### src/cmp_timer_pkg.sv
package cmp_timer_pkg;
  // Register byte addresses
  localparam logic [11:0] ADDR_TRIG_CTRL  = 12'h000;
  localparam logic [11:0] ADDR_OUT_CTRL   = 12'h004;
  localparam logic [11:0] ADDR_CONST_A    = 12'h008;
  localparam logic [11:0] ADDR_CONST_B    = 12'h00C;
  localparam logic [11:0] ADDR_COUNT      = 12'h010;
  localparam logic [11:0] ADDR_STATUS     = 12'h014;
  // timer_trigger_control fields
  localparam int          TRIG_EN_BIT     = 2;
  localparam int          EDGE_LO_BIT     = 3;
  localparam int          EDGE_HI_BIT     = 4;
  localparam logic [2:0]  TRIG_RSVD_VAL   = 3'h7;
  // out control fields: A in [1:0], B in [3:2], free-run start bit 4
  localparam int          OSA_LO_BIT      = 0;
  localparam int          OSB_LO_BIT      = 2;
  localparam int          RUN_BIT         = 4;
  localparam int          CLR_B_BIT       = 5;
  // Reset values
  localparam logic [1:0]  EDGE_RST        = 2'h0;
  localparam logic [1:0]  OSEL_RST        = 2'h0;
  localparam logic [7:0]  CONST_RST       = 8'hFF;
  // Output select codes
  localparam logic [1:0]  OSEL_KEEP       = 2'h0;
  localparam logic [1:0]  OSEL_LOW        = 2'h1;
  localparam logic [1:0]  OSEL_HIGH       = 2'h2;
  localparam logic [1:0]  OSEL_TOGGLE     = 2'h3;
  // Trigger edge codes
  localparam logic [1:0]  EDGE_NONE       = 2'h0;
  localparam logic [1:0]  EDGE_RISE       = 2'h1;
  localparam logic [1:0]  EDGE_FALL       = 2'h2;
  localparam logic [1:0]  EDGE_BOTH       = 2'h3;
endpackage

### src/trig_edge_detect.sv
`timescale 1ns/1ps
module trig_edge_detect
  import cmp_timer_pkg::*;
(
  // Clock and reset
  input  wire logic       clk,
  input  wire logic       sys_rst,
  // Trigger
  input  wire logic       trig_in,
  input  wire logic [1:0] edge_sel,
  output logic            start_pulse
);
  logic sync_a;
  logic sync_b;
  logic prev;
  wire  rise = sync_b & ~prev;
  wire  fall = ~sync_b & prev;
  wire  hit  = (edge_sel == EDGE_RISE && rise) ||
               (edge_sel == EDGE_FALL && fall) ||
               (edge_sel == EDGE_BOTH && (rise || fall));

  // Two stages before any edge logic; one event per edge
  always_ff @(posedge clk or posedge sys_rst) begin
    if (sys_rst) begin
      sync_a      <= 1'b0;
      sync_b      <= 1'b0;
      prev        <= 1'b0;
      start_pulse <= 1'b0;
    end else begin
      sync_a      <= trig_in;
      sync_b      <= sync_a;
      prev        <= sync_b;
      start_pulse <= hit;
    end
  end
endmodule

### src/compare_output_trigger_timer.sv
`timescale 1ns/1ps
module compare_output_trigger_timer
  import cmp_timer_pkg::*;
#(
  parameter int CNT_W = 8
) (
  // Clock and reset
  input  wire logic        clk,
  input  wire logic        sys_rst,
  // APB slave
  input  wire logic        psel,
  input  wire logic        penable,
  input  wire logic        pwrite,
  input  wire logic [11:0] paddr,
  input  wire logic [31:0] pwdata,
  output logic             pready,
  output logic [31:0]      prdata,
  output logic             pslverr,
  // Pins
  input  wire logic        external_trigger_pin,
  output logic             timer_output_pin
);
  initial begin
    if (CNT_W < 1 || CNT_W > 24) $error("CNT_W out of range");
  end

  logic [1:0]       trig_edge_sel;
  logic             trigger_start_enable;
  logic [1:0]       osel_a;
  logic [1:0]       osel_b;
  logic             clear_on_b;
  logic [CNT_W-1:0] constant_reg_a;
  logic [CNT_W-1:0] constant_reg_b;
  logic [CNT_W-1:0] count_value;
  logic             up_counter;
  logic             start_pulse;

  function automatic logic apply_sel(input logic [1:0] sel, input logic cur);
    logic r;
    r = cur;
    unique case (sel)
      OSEL_KEEP:   r = cur;
      OSEL_LOW:    r = 1'b0;
      OSEL_HIGH:   r = 1'b1;
      OSEL_TOGGLE: r = ~cur;
    endcase
    return r;
  endfunction

  trig_edge_detect u_edge (
    .clk         (clk),
    .sys_rst     (sys_rst),
    .trig_in     (external_trigger_pin),
    .edge_sel    (trig_edge_sel),
    .start_pulse (start_pulse)
  );

  // Bus decode
  wire setup_ph  = psel & ~penable;
  wire access_ph = psel & penable;
  wire wr_en     = access_ph & pwrite & pready;
  wire hit_trig  = (paddr == ADDR_TRIG_CTRL);
  wire hit_out   = (paddr == ADDR_OUT_CTRL);
  wire hit_ca    = (paddr == ADDR_CONST_A);
  wire hit_cb    = (paddr == ADDR_CONST_B);
  wire hit_cnt   = (paddr == ADDR_COUNT);
  wire hit_stat  = (paddr == ADDR_STATUS);
  wire mapped    = hit_trig | hit_out | hit_ca | hit_cb | hit_cnt | hit_stat;
  wire wr_cnt    = wr_en & hit_cnt;

  // Compare logic
  wire match_a   = (count_value == constant_reg_a);
  wire match_b   = (count_value == constant_reg_b);
  wire clear_hit = match_a | (clear_on_b & match_b);
  wire next_pin_a = apply_sel(osel_a, timer_output_pin);
  wire next_pin   = match_b ? apply_sel(osel_b, next_pin_a & match_a | timer_output_pin & ~match_a)
                            : next_pin_a;

  // Counter run state: trigger starts it, clearing match halts it while trigger start is enabled
  wire start_evt  = trigger_start_enable & start_pulse;
  wire halt_evt   = trigger_start_enable & clear_hit & up_counter;
  wire [31:0] rd_trig = {24'h0, TRIG_RSVD_VAL, trig_edge_sel, trigger_start_enable, 2'h0};
  wire [31:0] rd_out  = {26'h0, clear_on_b, up_counter, osel_b, osel_a};
  wire [31:0] rd_data = hit_trig ? rd_trig :
                        hit_out  ? rd_out :
                        hit_ca   ? 32'(constant_reg_a) :
                        hit_cb   ? 32'(constant_reg_b) :
                        hit_cnt  ? 32'(count_value) :
                        hit_stat ? {30'h0, match_b, match_a} : 32'h0;

  // No wait state: ready in the first access cycle
  always_ff @(posedge clk or posedge sys_rst) begin
    if (sys_rst) begin
      pready  <= 1'b0;
      prdata  <= 32'h0;
      pslverr <= 1'b0;
    end else begin
      pready  <= setup_ph;
      prdata  <= setup_ph ? rd_data : 32'h0;
      pslverr <= setup_ph & ~mapped;
    end
  end

  always_ff @(posedge clk or posedge sys_rst) begin
    if (sys_rst) begin
      trig_edge_sel        <= EDGE_RST;
      trigger_start_enable <= 1'b0;
    end else if (wr_en && hit_trig) begin
      trig_edge_sel        <= pwdata[EDGE_HI_BIT:EDGE_LO_BIT];
      trigger_start_enable <= pwdata[TRIG_EN_BIT];
    end
  end

  always_ff @(posedge clk or posedge sys_rst) begin
    if (sys_rst) begin
      osel_a     <= OSEL_RST;
      osel_b     <= OSEL_RST;
      clear_on_b <= 1'b0;
    end else if (wr_en && hit_out) begin
      osel_a     <= pwdata[OSA_LO_BIT+:2];
      osel_b     <= pwdata[OSB_LO_BIT+:2];
      clear_on_b <= pwdata[CLR_B_BIT];
    end
  end

  always_ff @(posedge clk or posedge sys_rst) begin
    if (sys_rst) begin
      constant_reg_a <= CNT_W'(CONST_RST);
      constant_reg_b <= CNT_W'(CONST_RST);
    end else begin
      if (wr_en && hit_ca) constant_reg_a <= pwdata[CNT_W-1:0];
      if (wr_en && hit_cb) constant_reg_b <= pwdata[CNT_W-1:0];
    end
  end

  // Software run bit writes also start/stop; trigger start wins over halt
  always_ff @(posedge clk or posedge sys_rst) begin
    if (sys_rst) begin
      up_counter <= 1'b0;
    end else if (start_evt) begin
      up_counter <= 1'b1;
    end else if (halt_evt) begin
      up_counter <= 1'b0;
    end else if (wr_en && hit_out) begin
      up_counter <= pwdata[RUN_BIT];
    end
  end

  // Match A, or match B with clear_on_b, clears the counter to zero, otherwise count while running
  always_ff @(posedge clk or posedge sys_rst) begin
    if (sys_rst) begin
      count_value <= '0;
    end else if (wr_cnt) begin
      count_value <= pwdata[CNT_W-1:0];
    end else if (up_counter) begin
      count_value <= clear_hit ? '0 : count_value + 1'b1;
    end
  end

  // Pin only moves on a match while counting; low from reset
  always_ff @(posedge clk or posedge sys_rst) begin
    if (sys_rst) begin
      timer_output_pin <= 1'b0;
    end else if (up_counter && (match_a || match_b)) begin
      timer_output_pin <= next_pin;
    end
  end
endmodule

### config.mk
export PLATFORM = sky130hd
export DESIGN_NAME = compare_output_trigger_timer
export DESIGN_NICKNAME = d
export VERILOG_FILES = /design/src/cmp_timer_pkg.sv /design/src/trig_edge_detect.sv /design/src/compare_output_trigger_timer.sv
export SDC_FILE = /design/constraint.sdc
export NUM_CORES = 1
export LEC_CHECK = 0
export ABC_AREA = 1
export BUFFER_PORTS_ARGS = -buffer_cell sky130_fd_sc_hd__buf_2
export CAP_MARGIN = 20
export CORE_MARGIN = 2
export CORE_UTILIZATION = 37
export DETAILED_ROUTE_END_ITERATION = 8
export GPL_TIMING_DRIVEN = 0
export MAX_ROUTING_LAYER = met4
export SYNTH_ARGS = -nofsm -noshare
export SYNTH_HDL_FRONTEND = slang
export SYNTH_SLANG_ARGS = --single-unit
### constraint.sdc
create_clock -name clk -period 2.8 [get_ports clk]
set_input_delay 0.56 -clock clk [delete_from_list [all_inputs] [get_ports clk]]
set_output_delay 0.56 -clock clk [all_outputs]
set_load 0.01 [all_outputs]
==> key figures <==
Status
  – Outcome: complete, no violations

GRT
  – First-pass GRT wire length: 11700 µm
  – Vias in the first global route: 2375
  – Largest net degree at the start of global routing: 42
  – Gr ovfl total: 0
  – Initial antenna violation count: 0
  – Total GRT Usage: 17.39%

Worst setup path
  – Worst Path Arrival: 1.92 ns
  – Kind of critical path: reg -> reg
  – Bufs and invs on worst path: 1
  – Critical path's largest stage delay: 0.48 ns
  – CP Launch Type: register
  – Critical Path Fanout Max: 7
  – Critical path capture point type: register
  – Critical-path cell list: inv_1 > nand2_1 > nand2_1 > nand2_1 > nor2_1 > nand2_2 > nand2_1 > nand2_2 > nand3_2 > o21bai_1
  – CP delay by family, top: simple AND/OR/NAND/NOR gates
  – Required @ worst endpoint: 2.99 ns
  – Crit path top cell by count: nand2_1
  – Crit path max-delay cell type: dfrtp_1
  – R2r setup slk: 1.07 ns

Placed design
  – Port Buf Inserts: 36
  – Placer Congestion: 0.9211
  – Detailed Place HPWL: 5850 µm
  – Placed cell area: 3492 µm²
  – Place WS: 0.8799 ns

Synthesis
  – Yosys reg bits: 48
  – Mapped Area: 3074 µm²
  – Post-synthesis sequential area ratio: 39.72%
  – Mapped Cells: 379
  – Synth warnings: 0
  – Synth unique cells: 37
  – Syn_area_per_cell: 8.111 µm²

Finish
  – Share of layout cells above drive strength 1: 27.07%
  – Finished Cell Area: 3603 µm²
  – Area grow syn2layout: 17.22%
  – Ant diodes: 0
  – Final #Nets: 499

STA
  – Final Critical Period: 1.731 ns
  – Fin worst setup slack: 1.069 ns
  – Fmax: 0.5776 GHz
  – Final Hold Violating Endpoints: 0
  – TNS Setup: 0 ns
  – Final Max Tran Viols: 0
  – RSZ-0062 raised after global routing: false
  – Final Cycle Share: 61.84%
  – Setup-failing EPs final: 0
  – Clock Skews: 0.01072 ns

Power
  – Leakage power: 1.968 nW
  – Max IR drop VDD: 0.2244 mV
  – Power Dens Cells: 480.9 nW/µm²
  – PnR Total Power: 0.001733 W

Routing
  – Routed WL: 7273 µm
  – ANT nets after route: 0
  – First-pass iteration count of the detailed router: 4
  – Mean routed wirelength per cell: 13.18 µm
  – Drc violations: 0
  – Drt first-iter violations: 170
  – Via/cell ratio: 4.654
  – Routed via count: 2569

Clock tree
  – Worst-path clk slew: 0.09 ns
  – Root buf cell: clkbuf_8
  – Total clock sinks: 48
  – CTS Buf Count: 5
  – Clk_lat worst skew: 0.31 ns
  – Setup Fix Bufs, Post-CTS: 0
  – H-tree depth: 2
  – Clk buf depth: 2
  – Post-CTS Resized: 0
  – Post-CTS Hold Fix Bufs: 0
  – CTS tree: yes

Floorplanning
  – Die width: 95.15 µm
  – Row count: 33
  – Core box area: 8134 µm²
  – Die area: 9054 µm²
  – Starting density of the core: 37.79%
  – Die extent in y: 95.15 µm
  – IO Pins: 85

Job
  – Max_cap viols: 0

Worst hold path
  – Worst min path class: in -> async
[placed cells by master (no fill, tap or decap), types with 3 or more instances in the layout]
cell and instances:
nand2_1 78, inv_1 54, buf_2 37, dfrtp_1 32, buf_4 24, conb_1 24, o21ai_0 23, nand3_1 22
nor2_1 19, dfstp_2 16, o22ai_1 11, nor3_1 8, o21bai_1 8, a21oi_1 8, o21ai_1 8, nand4_1 7
xnor2_1 6, o21ai_2 6, inv_2 5, xor2_1 5, nand2_4 5, clkbuf_8 5, nand3b_1 4, nand2_2 3
nor2_4 3, nor2_8 3, o21a_1 3, ha_1 3
[final timing paths]
path                                 endpoint           start  depth (start not counted)
max in group asynchronous   constant_reg_b[5]         sys_rst                          3
min reg2reg                     u_edge.sync_b   u_edge.sync_a                          0
max reg2reg                    count_value[6]  count_value[0]                         10
max                            count_value[6]  count_value[0]                         10
min                        u_edge.start_pulse         sys_rst                          2
min in group clk                u_edge.sync_b   u_edge.sync_a                          0
[cell usage after synthesis, drive strengths merged]
cell,number,area (µm²)
dfrtp,32,800.8
a41oi,2,17.52
nand3b,4,30.03
nand2,86,367.8
nand4,8,65.06
xnor2,6,52.55
conb,1,3.750
inv,59,221.5
o21bai,8,60.06
nand3,26,165.2
dfstp,16,420.4
a21oi,8,40.04
a31oi,1,6.260
clkbuf,1,5.000
ha,3,37.54
o22ai,11,68.82
buf,27,216.5
o21ai,37,207.7
nor2,26,171.4
xor2,5,43.79
o21a,3,22.52
nor3,9,50.05
[cell type report]
type / instances / area (µm²)
flip-flops and latches: 48 / 1221
repair buffers: 37 / 200.2
clock buffers: 5 / 68.82
fillers: 834 / 4531
plain buffers: 28 / 221.5
multi-input cells: 267 / 1496
well taps: 105 / 131.4
inverters: 59 / 221.5
clock inverters: 3 / 42.54
[routing by layer]
layer | vias up | track usage (%) | routed length [µm]
met4 | 0 | 3.502 | 71
li1 | 1310 | - | -
met1 | 1178 | 22.20 | 3349
met3 | 8 | 3.399 | 411
met2 | 73 | 28.81 | 3440
met5 | - | - | 0
[report_power, final]
group          total (W)  switching, W  internal (W)  leakage, nW
Combinational   0.000423      0.000248      0.000175         1.34
Clock           0.000505      0.000240      0.000264       0.0541
Sequential      0.000805     0.0000614      0.000743        0.577
Total            0.00173      0.000550       0.00118         1.97
[logic make-up (layout without fill, tap and decap cells)]
group	count (synthesis)	in the layout	synth area share (%)
adders and majority gates	3	3	1.221
DFF	48	48	39.72
AOI/OAI and AO/OA	70	70	13.76
buffers and inverters	87	132	14.41
other	1	24	0.1220
and+or+nand+nor	159	159	27.64
xor gates and xnor gates	11	11	3.134
[through the flow]
stage          cells  hold slack, ns  util [%]
2_1_floorplan    402          0.3312         -
3_3_place_gp     543          0.3336     42.69
3_5_place_dp     544          0.3355     42.93
4_1_cts          552          0.1351     44.30
5_1_grt          552          0.1321     44.30
6_report         552          0.1330     44.30
[state kept, by name, indices dropped and copies added, names as in the netlist, 2 cells and up]
name	count
constant_reg_a	8
constant_reg_b	8
count_value	8
prdata	8
osel_a	2
osel_b	2
trig_edge_sel	2
(Power assumes the default switching activity.)
